<file path="config.mk">
export PLATFORM = sky130hd
export DESIGN_NAME = gpx_port
export DESIGN_NICKNAME = d
export VERILOG_FILES = /design/src/gpx_pkg.sv /design/src/gpx_sync.sv /design/src/gpx_port.sv
export SDC_FILE = /design/constraint.sdc
export NUM_CORES = 1
export LEC_CHECK = 0
export BUFFER_PORTS_ARGS = -buffer_cell sky130_fd_sc_hd__buf_4
export CAP_MARGIN = 20
export CORE_MARGIN = 8
export CORE_UTILIZATION = 50
export DETAILED_ROUTE_END_ITERATION = 8
export PLACE_DENSITY = 0.8
export SLEW_MARGIN = 40
export SYNTH_ARGS = -nofsm -noshare
export SYNTH_HDL_FRONTEND = slang
export SYNTH_HIERARCHICAL = 1
export SYNTH_SLANG_ARGS = --single-unit
</file>
<file path="constraint.sdc">
create_clock -name CLK_SYS_I -period 2.7 [get_ports CLK_SYS_I]
set_input_delay 0.54 -clock CLK_SYS_I [delete_from_list [all_inputs] [get_ports CLK_SYS_I]]
set_output_delay 0.54 -clock CLK_SYS_I [all_outputs]
set_load 0.005 [all_outputs]
</file>
<file path="src/gpx_pkg.sv">
// How it works
// Direction bit zero makes pin input
// Input pin reads back sampled level
// Latch write on input leaves pin undriven
// Bit X of registers maps pin X
// Direction one drives latch onto pin
// Output pin reads back stored latch
// Option bit picks push-pull or open-drain
// Direction/option pair selects pin mode
// Interrupt input uses group sensitivity setting
// Per-pin detections ORed into group request
// Request latch hidden, cleared on vector fetch
// Sensitivity change clears pending request
// Alternate function overrides port programming
// Peripheral source forces output, its drive type
// Peripheral input pin level still readable
// Shared peripheral pin kept floating input
// Software loads latch before output switch
// Software avoids read-modify-write on latch
// Input with alternate output reads alternate
// Interrupt only when selected and unmasked
// Reset clears latch, direction, option
package gpx_pkg;

  localparam int unsigned PIN_W = 8;

  // Byte addresses on APB
  localparam logic [7:0] ADDR_DATA  = 8'h00;
  localparam logic [7:0] ADDR_DIR   = 8'h04;
  localparam logic [7:0] ADDR_OPT   = 8'h08;
  localparam logic [7:0] ADDR_SENS  = 8'h0c;
  localparam logic [7:0] ADDR_STAT  = 8'h10;

  localparam logic [7:0] RST_DATA = 8'h00;
  localparam logic [7:0] RST_DIR  = 8'h00;
  localparam logic [7:0] RST_OPT  = 8'h00;
  localparam logic [2:0] RST_SENS = 3'h0;

  // Sensitivity field: bit 2 polarity invert, bits 1:0 select
  localparam int unsigned SENS_POL = 2;

  typedef enum logic [1:0] {
    SENS_FALL_LOW = 2'b00,
    SENS_RISE     = 2'b01,
    SENS_FALL     = 2'b10,
    SENS_BOTH     = 2'b11
  } gpx_sens_e;

  typedef struct packed {
    logic [7:0] psel_en;
    logic [7:0] drive;
    logic [7:0] open_drain;
  } gpx_alt_s;

  typedef struct packed {
    logic       psel;
    logic       penable;
    logic       pwrite;
    logic [7:0] paddr;
    logic [31:0] pwdata;
  } gpx_apb_s;

endpackage : gpx_pkg

</file>
<file path="src/gpx_sync.sv">
`timescale 1ns/1ps
// Two-stage synchroniser for the pad inputs
module gpx_sync (
  input  wire logic       clk_i,
  input  wire logic       nrst_i,
  input  wire logic [7:0] d_i,
  output logic      [7:0] q_o
);
  logic [7:0] s1_r;
  logic [7:0] s1_nxt;
  logic [7:0] q_nxt;

  always_comb begin
    s1_nxt = d_i;
    q_nxt  = s1_r;
  end

  always_ff @(posedge clk_i) begin
    if (!nrst_i) begin
      s1_r <= 8'h00;
      q_o  <= 8'h00;
    end else begin
      s1_r <= s1_nxt;
      q_o  <= q_nxt;
    end
  end
endmodule : gpx_sync

</file>
<file path="src/gpx_port.sv">
`timescale 1ns/1ps
module gpx_port (
  input  wire logic        CLK_SYS_I,
  input  wire logic        NRST_I,
  input  wire logic        PSEL_I,
  input  wire logic        PENABLE_I,
  input  wire logic        PWRITE_I,
  input  wire logic [7:0]  PADDR_I,
  input  wire logic [31:0] PWDATA_I,
  output logic      [31:0] PRDATA_O,
  output logic             PREADY_O,
  output logic             PSLVERR_O,
  input  wire logic [7:0]  PIN_I,
  output logic      [7:0]  PIN_O,
  output logic      [7:0]  PIN_OE_O,
  output logic      [7:0]  PULLUP_EN_O,
  input  wire logic [7:0]  ALT_EN_I,
  input  wire logic [7:0]  ALT_DRIVE_I,
  input  wire logic [7:0]  ALT_OPEN_DRAIN_I,
  input  wire logic [7:0]  IRQ_CAPABLE_I,
  input  wire logic        IRQ_MASK_I,
  input  wire logic        VECTOR_FETCH_I,
  output logic             EXT_IRQ_O
);

  ////////////////////////////////////////////////////////////////////////////
  gpx_pkg::gpx_apb_s apb;
  gpx_pkg::gpx_alt_s alt;
  logic [7:0] pin_s;

  assign apb = '{psel: PSEL_I, penable: PENABLE_I, pwrite: PWRITE_I,
                 paddr: PADDR_I, pwdata: PWDATA_I};
  assign alt = '{psel_en: ALT_EN_I, drive: ALT_DRIVE_I, open_drain: ALT_OPEN_DRAIN_I};

  gpx_sync u_sync (
    .clk_i  (CLK_SYS_I),
    .nrst_i (NRST_I),
    .d_i    (PIN_I),
    .q_o    (pin_s)
  );

  // Event detector for one pin under the group sensitivity
  function automatic logic detect(input logic cur, input logic prev, input logic [2:0] sens);
    logic c;
    logic p;
    c = cur ^ sens[gpx_pkg::SENS_POL];
    p = prev ^ sens[gpx_pkg::SENS_POL];
    case (sens[1:0])
      gpx_pkg::SENS_FALL_LOW: detect = !c;
      gpx_pkg::SENS_RISE:     detect = c & !p;
      gpx_pkg::SENS_FALL:     detect = !c & p;
      default:                detect = c ^ p;
    endcase
  endfunction : detect

  ////////////////////////////////////////////////////////////////////////////
  logic [7:0] data_r, data_nxt;
  logic [7:0] dir_r, dir_nxt;
  logic [7:0] opt_r, opt_nxt;
  logic [2:0] sens_r, sens_nxt;
  logic [7:0] prev_r, prev_nxt;
  logic       pend_r, pend_nxt;
  logic [31:0] prdata_nxt;
  logic       pslverr_nxt;
  logic       access;
  logic       setup;
  logic       wr;
  logic [7:0] irq_sel;
  logic [7:0] hit;
  logic [7:0] rd_data;
  logic [7:0] alt_out;

  assign access  = apb.psel & apb.penable;
  assign setup   = apb.psel & !apb.penable;
  assign wr      = access & apb.pwrite;
  assign irq_sel = ~dir_r & opt_r & IRQ_CAPABLE_I & ~alt.psel_en;
  assign alt_out = alt.psel_en & alt.drive;

  always_comb begin
    // Input pins show the pad (peripheral pins the alternate drive), output pins the latch
    for (int i = 0; i < gpx_pkg::PIN_W; i++) begin
      if (alt.psel_en[i] && !dir_r[i]) begin
        rd_data[i] = alt.drive[i];
      end else if (dir_r[i]) begin
        rd_data[i] = data_r[i];
      end else begin
        rd_data[i] = pin_s[i];  // see
      end
      hit[i] = irq_sel[i] & detect(pin_s[i], prev_r[i], sens_r);
    end
  end

  always_comb begin
    data_nxt    = data_r;
    dir_nxt     = dir_r;
    opt_nxt     = opt_r;
    sens_nxt    = sens_r;
    prev_nxt    = pin_s;
    pend_nxt    = pend_r;
    prdata_nxt  = 32'h0000_0000;
    pslverr_nxt = 1'b0;
    if (wr) begin
      case (apb.paddr)
        gpx_pkg::ADDR_DATA: data_nxt = apb.pwdata[7:0];  // see
        gpx_pkg::ADDR_DIR:  dir_nxt  = apb.pwdata[7:0];
        gpx_pkg::ADDR_OPT:  opt_nxt  = apb.pwdata[7:0];
        gpx_pkg::ADDR_SENS: sens_nxt = apb.pwdata[2:0];
        default:            ;
      endcase
    end
    // Answer is prepared in the setup cycle so it stands while ready is high
    if (setup && apb.pwrite) begin
      case (apb.paddr)
        gpx_pkg::ADDR_DATA, gpx_pkg::ADDR_DIR, gpx_pkg::ADDR_OPT, gpx_pkg::ADDR_SENS: pslverr_nxt = 1'b0;
        default:            pslverr_nxt = 1'b1;
      endcase
    end else if (setup) begin
      case (apb.paddr)
        gpx_pkg::ADDR_DATA: prdata_nxt = {24'h00_0000, rd_data};
        gpx_pkg::ADDR_DIR:  prdata_nxt = {24'h00_0000, dir_r};
        gpx_pkg::ADDR_OPT:  prdata_nxt = {24'h00_0000, opt_r};
        gpx_pkg::ADDR_SENS: prdata_nxt = {29'h0000_0000, sens_r};
        gpx_pkg::ADDR_STAT: prdata_nxt = {24'h00_0000, pin_s};
        default:            pslverr_nxt = 1'b1;
      endcase
    end
    // Clear first so a fresh event in the same cycle still wins
    if (VECTOR_FETCH_I) begin
      pend_nxt = 1'b0;
    end
    if (wr && apb.paddr == gpx_pkg::ADDR_SENS && apb.pwdata[2:0] != sens_r) begin
      pend_nxt = 1'b0;
    end
    // A hit in the cycle of a sensitivity write is dropped, so it cannot undo the clear
    if (|hit && !(wr && apb.paddr == gpx_pkg::ADDR_SENS)) begin
      pend_nxt = 1'b1;
    end
  end

  always_ff @(posedge CLK_SYS_I) begin
    if (!NRST_I) begin
      data_r    <= gpx_pkg::RST_DATA;
      dir_r     <= gpx_pkg::RST_DIR;
      opt_r     <= gpx_pkg::RST_OPT;
      sens_r    <= gpx_pkg::RST_SENS;
      prev_r    <= 8'h00;
      pend_r    <= 1'b0;
      PRDATA_O  <= 32'h0000_0000;
      PSLVERR_O <= 1'b0;
    end else begin
      data_r    <= data_nxt;
      dir_r     <= dir_nxt;
      opt_r     <= opt_nxt;
      sens_r    <= sens_nxt;
      prev_r    <= prev_nxt;
      pend_r    <= pend_nxt;
      PRDATA_O  <= prdata_nxt;
      PSLVERR_O <= pslverr_nxt;
    end
  end

  ////////////////////////////////////////////////////////////////////////////
  // Pad drive
  logic [7:0] pin_nxt, oe_nxt, pu_nxt;
  logic       irq_nxt;
  logic       ready_nxt;

  always_comb begin
    for (int i = 0; i < gpx_pkg::PIN_W; i++) begin
      if (alt.psel_en[i]) begin
        // Peripheral owns the pin  see see
        pin_nxt[i] = alt.drive[i];
        oe_nxt[i]  = alt.open_drain[i] ? !alt.drive[i] : 1'b1;
        pu_nxt[i]  = 1'b0;
      end else if (dir_r[i]) begin
        // Push-pull or open-drain  see see
        pin_nxt[i] = data_r[i];
        oe_nxt[i]  = opt_r[i] ? 1'b1 : !data_r[i];
        pu_nxt[i]  = 1'b0;
      end else begin
        // Input stays undriven  see see
        pin_nxt[i] = 1'b0;
        oe_nxt[i]  = 1'b0;
        pu_nxt[i]  = opt_r[i];
      end
    end
    irq_nxt   = pend_r & !IRQ_MASK_I;
    ready_nxt = PSEL_I & !PENABLE_I;
  end

  always_ff @(posedge CLK_SYS_I) begin
    if (!NRST_I) begin
      PIN_O       <= 8'h00;
      PIN_OE_O    <= 8'h00;
      PULLUP_EN_O <= 8'h00;
      EXT_IRQ_O   <= 1'b0;
      PREADY_O    <= 1'b0;
    end else begin
      PIN_O       <= pin_nxt;
      PIN_OE_O    <= oe_nxt;
      PULLUP_EN_O <= pu_nxt;
      EXT_IRQ_O   <= irq_nxt;
      PREADY_O    <= ready_nxt;
    end
  end

endmodule : gpx_port

</file>
==> impl_results.md, run 1 <==
- Outcome: finished, final reports clean
- Critical path cell sequence: buf_4, xor2_1, inv_1, ha_1, nand2_1, o21ai_0, a221oi_1, nor4_1, nand2_1, a31o_1
- Syn avg cell area: between 9 and 10 µm²
- Non-Filler Instances: around 700
- 1st-pass router iterations: 5
- Initial DRC Count: 170
- Post-route minimum period: ~2200 ps
- Min-delay src: IRQ_MASK_I
- Top cells by count, synth: dfxtp_1 (87), nand2_1 (52), and2_1 (32)
- Die area: 0.01178 mm²
- Final #Nets: just under 700
- Reg2reg start: sens_r[2]
- Top-count cell post-synth: dfxtp_1
- CP max FO: 13
- Top Family by Delay on Critical Path: simple AND/OR/NAND/NOR gates
- Total Power: about 2.6 mW
- Critical path class: flip-flop to flip-flop
- Clock Tree Root: clkbuf_8
- Period utilization: between 80% and 90%
- Worst skew pair latency: about 360 ps
- Filler cell count: ~690
- Area of the core: ~0.0083 mm²
- Die Width: 108.5 µm
- Rows: 33
- Post-route DRC violation count: 0
- Post-synth ARST share: 0%
- Drt via density: 5.356
- Crit path launch: sens_r[2]
- Synth-to-layout area growth: 22.95%
- Worst Tran Pin Value: 669.5 ps
- Buffers & Inverters on Critical Path: 2
- H-tree levels: 3
- Synth area leader: dfxtp_1
- Number of global-route vias before repair: roughly 3.7k
- Total of max-cap violations: 0
- Drt total wl: 10880 µm
- Post-Synth Adder-Cell Area: 4.677%
- Layout cells sized above 1: between 20% and 30%
- Worst Skew: around 5.8 ps
- Fmax: around 450 MHz
- Largest family of logic cells by synthesized area: simple AND/OR/NAND/NOR gates
- Cell mode on critical path: nand2_1
- Maximum clock path buffer count: 2
- Seq/Total Area, Yosys: 40.69%
- Final ANT Viol Nets: 0
- Top-area cell type share of the netlist area: between 40% and 50%
- DR WL met2: between 5000 and 6000 µm
- DR WL/cell: around 16 µm
- Max-slew violation count: 0
- WP data arrival: 2480 ps
- Post-synth EDFFs: 0
- Maximum vdd drop: around 0.28 mV
- Seq cells post-synth: 87
- Worst min path class: input pin to flip-flop
- IO Pins: between 100 and 150
- CP max stage cell: dfxtp_1
- Highest Signal Layer: met4
- RSZ-0062 raised after global routing: false
- Cell variety after synth: 44
- Post-CTS Hold Fix Bufs: 0
- Post-cts sizing count: 0
- Largest net degree at the start of global routing: slightly below 80
- Ys Warns: 6
- Gr usage total: a little under a fifth
- Initial antenna violation count: 0
- Final hold slack: roughly 330 ps
- Post-CTS setup buffers: 0
- First-pass GRT wire length: between 15000 and 20000 µm
- Diode count: 0
- DP Wirelength: 8000 µm
- Synth Area in Simple Gates: 23.71%
- Final Hold Viols: 0
- P_leak: 2.277 nW
- Die height: 108.5 µm
- TritonCTS clock tree: built
- Final setup vio count: 0
- P per Cell Area: between 500 and 600 mW/mm²
- Worst setup EP type: flip-flop
- Num CTS Buffers: 9
- Synthesized instance count: about 480
- Initial Utilization: between 50% and 60%
- Clk sinks: 87
- Placed insts: roughly 670
- Grt ovf: 0
- XOR/XNOR Fraction of Synth Area: ~3.9%
- Setup TNS: 0 ps
- Post-Synthesis Cell Area: about 0.0043 mm²
- Main synth FF type: dfxtp_1
- Worst path required time: between 2000 and 3000 ps
- PortBufs: 97
- Clock slew at reported path FFs: ~90 ps
- Mux share of post-synthesis cell area: under 10%
- Max stage delay on crit path: 340 ps
- Largest cells by area after synthesis: dfxtp_1 (41%), mux2i_1 (7.0%), and2_1 (4.7%)
- RePlAce Congestion: about 0.86
- Slew HR: a little under three fifths
- Synth Area in Compound Gates: between 10% and 20%
- Worst setup SP type: flip-flop
- DR WL met3: between 800 and 900 µm
- Wire length on met1: ~4700 µm
- Vias: 3653
## state kept, by name, indices dropped and copies added (netlist names)
register	flops
prev_r	8
PREADY_O	1
dir_r	8
sens_r	3
pend_r	1
PIN_OE_O	8
data_r	8
u_sync/q_o	8
PIN_O	8
opt_r	8
EXT_IRQ_O	1
u_sync/q_nxt	8
PSLVERR_O	1
PULLUP_EN_O	8
PRDATA_O	8
## cell families (layout without fill, tap and decap cells)
logic type | count (synthesis) | in the layout
xor gates and xnor gates | 19 | 19
and+or+nand+nor | 183 | 183
AOI/OAI and AO/OA | 78 | 78
DFF | 87 | 87
muxes | 30 | 30
buffers and inverters | 61 | 140
adders and majority gates | 16 | 16
other | 1 | 24
## final timing paths
check	to	slack, ps	depth (start not counted)
min reg2reg	u_sync/q_o[2]	440	1
min	EXT_IRQ_O	330	2
max	pend_r	480	10
max reg2reg	pend_r	480	10
## layout by cell type (no fill, tap or decap), drive strengths merged, types with 4 or more instances in the layout
cell and n:
buf 106, clkbuf 10, a21oi 8, conb 24, and2 44, nor3 11
nand2b 9, o21ai 25, ha 16, inv 18, nor4 4, a221oi 12
dfxtp 87, xor2 16, mux2i 30, o211ai 8, nor2b 19, nor3b 9
nand2 53, a21boi 8, nand3 9, nor2 19, a22oi 7
## final cells by class
type	count	area [µm²]	share of cell area, %
multi-input cells	350	2290	43.51
flip-flops and latches	87	1742	33.10
repair buffers	106	795.8	15.12
well taps	105	131.4	2.496
clock buffers	10	127.6	2.425
clock inverters	6	108.9	2.068
inverters	18	67.56	1.284
## where the power goes
group          internal (mW)  switching [mW]  leakage [nW]
Clock                  0.613           0.462         0.120
Combinational          0.122           0.114          1.45
Sequential              1.31          0.0145         0.708
Total                   2.04           0.590          2.28
## stage by stage
stage	cell area, µm²	worst slack [ps]	util, %
floorplan	4367	464.7	-
finish	5263	478.4	63.73
CTS	5263	482.2	63.73
detailed placement	5026	319.6	60.86
global route	5263	304.6	63.73
global placement	5026	375.4	60.86
## worst reg2reg max path, cell delays in order, from the launching register on
cell and delay (ps):
dfxtp_1 340, buf_4 240, xor2_1 300, inv_1 80
ha_1 280, nand2_1 50, o21ai_0 90, a221oi_1 100
nor4_1 340, nand2_1 80, a31o_1 210
## routing by layer
metal	up-vias	global-route usage, %
met2	164	29.69
met4	0	6.549
met1	1714	22.23
li1	1757	-
met3	18	5.294
met5	-	0
(Power assumes the default switching activity.)
==> inputs of run 2 (changes only) <==
--- a/config.mk
+++ b/config.mk
@@ -8,9 +8,9 @@
 export BUFFER_PORTS_ARGS = -buffer_cell sky130_fd_sc_hd__buf_4
 export CAP_MARGIN = 20
 export CORE_MARGIN = 8
-export CORE_UTILIZATION = 50
+export CORE_UTILIZATION = 46
 export DETAILED_ROUTE_END_ITERATION = 8
-export PLACE_DENSITY = 0.8
+export PLACE_DENSITY = 0.77
 export SLEW_MARGIN = 40
 export SYNTH_ARGS = -nofsm -noshare
 export SYNTH_HDL_FRONTEND = slang
==> constraint.sdc (replaced) <==
create_clock -name CLK_SYS_I -period 1.84 [get_ports CLK_SYS_I]
set_input_delay 0.368 -clock CLK_SYS_I [delete_from_list [all_inputs] [get_ports CLK_SYS_I]]
set_output_delay 0.368 -clock CLK_SYS_I [all_outputs]
set_load 0.005 [all_outputs]
==> impl_results.md, run 2 (same netlist as run 1, synthesis figures left out) <==
- Outcome: complete, but fails checks
- Failing checks: negative setup slack
- Fmax: between 400 and 500 MHz
- Maximum vdd drop: about 0.41 mV
- Final setup vio count: 1
- Drt total wl: ~12000 µm
- Largest net degree at the start of global routing: 47
- Worst min path class: input pin to flip-flop
- Worst skew pair latency: between 300 and 400 ps
- RePlAce Congestion: 0.9056
- Initial DRC Count: 270
- Total of max-cap violations: 0
- Clk sinks: between 80 and 90
- Drt via density: around 5.1
- Post-place setup slack: -211.2 ps
- Final ANT Viol Nets: 0
- Worst path required time: ~2100 ps
- Die area: ~0.013 mm²
- Total Power: about 3.7 mW
- Area of the core: just over 0.009 mm²
- Initial antenna violation count: 0
- Initial Utilization: 46.77%
- Final hold slack: ~170 ps
- P per Cell Area: roughly 650 mW/mm²
- Period utilization: 110.8%
- DP Wirelength: 8826 µm
- Post-route minimum period: about 2000 ps
- Num CTS Buffers: 9
- RSZ-0062 raised after global routing: true
- Final #Nets: 720
- WP data arrival: between 2000 and 2500 ps
- Maximum clock path buffer count: 2
- Filler cell count: 745
- Most frequent cells in the layout: buf_4 (146), dfxtp_1 (86), nand2_1 (52), and2_1 (32), mux2i_1 (30)
- Layout cells sized above 1: 31.99%
- Grt peak-use layer: met2
- First-pass GRT wire length: roughly 18000 µm
- P_leak: about 2.5 nW
- DR WL/cell: roughly 16 µm
- 1st-pass router iterations: 4
- Synth-to-layout area growth: 33.62%
- Non-Filler Instances: 733
- Final Hold Viols: 0
- Diode count: 0
- PortBufs: 97
- CP max FO: 8
- Clock Tree Root: clkbuf_8
- Grt ovf: 0
- Worst setup SP type: flip-flop
- Vias: about 3.7k
- Die height: approximately 110 µm
- Post-CTS setup buffers: 0
- Critical path class: flip-flop to flip-flop
- Number of global-route vias before repair: 3787
- Clock slew at reported path FFs: ~90 ps
- Setup TNS: -198.1 ps
- Max-slew violation count: 0
- Gr usage total: between 15 and 20%
- Post-CTS Hold Fix Bufs: 0
- GRT met2 Usage: roughly 31%
- IO Pins: 146
- Worst setup EP type: flip-flop
- H-tree levels: 3
- Worst setup margin: -198.1 ps
- Commonest non-fill, non-tap cell in the layout: buf_4
- Worst Skew: 7.407 ps
- Placed insts: 717
- Rows: 35
- Die Width: 112.5 µm
- GR met1 Demand/Resource: 20.76%
- Post-route DRC violation count: 0
- TritonCTS clock tree: built
- GR Util met3: 4.187%
-- run 2: worst max-delay path, cell delays in order, from the launching register on --
cell and delay, ps:
dfxtp_2 350, buf_12 150, buf_6 130, xor2_2 180, inv_1 70, ha_1 180, o21ai_0 140, a221oi_1 100
nor4_1 310, nand2_1 110, a31o_1 220
-- run 2: per-layer routing --
layer  wire [µm]  vias up  share of wire (%)
met2        5720      147                 50
li1            -     1843                  -
met4         201        0                1.7
met5           0        -                  0
met1        4834     1722                 42
met3         777       14                6.7
-- run 2: area by class of cell --
class / count / area (µm²) / area share [%]
Sequential cell: 87 / 1743 / 30.47
Multi-Input combinational cell: 350 / 2389 / 41.76
Clock buffer: 9 / 123.9 / 2.166
Clock inverter: 7 / 78.83 / 1.378
Tap cell: 111 / 138.9 / 2.428
Inverter: 18 / 67.56 / 1.181
Timing Repair Buffer: 151 / 1179 / 20.61
-- run 2: timing repair --
item,CTS,global route
gates resized for setup,13,9
endpoints found under the setup margin,1,1
pin swaps,8,6
-- run 2: final timing paths --
path,slack (ps),from,endpoint,depth (start not counted)
worst max-delay path,-200,sens_r[2],pend_r,10
worst min-delay path,170,IRQ_MASK_I,EXT_IRQ_O,2
worst max register to register,-200,sens_r[2],pend_r,10
worst min register to register,440,u_sync/q_nxt[6],u_sync/q_o[6],1
-- run 2: metrics by stage --
step	util [%]	area, µm²
after global placement	58.96	5396
after floorplan	-	4377
after CTS	61.85	5660
after global routing	62.49	5719
final	62.49	5719
after detailed placement	58.96	5396
-- run 2: where the power goes --
part	total (mW)	leakage (nW)	internal, mW	switching, mW
Clock	1.36	0.0925	0.639	0.722
Combinational	0.394	1.69	0.211	0.183
Sequential	1.94	0.709	1.92	0.0190
Total	3.70	2.49	2.77	0.924
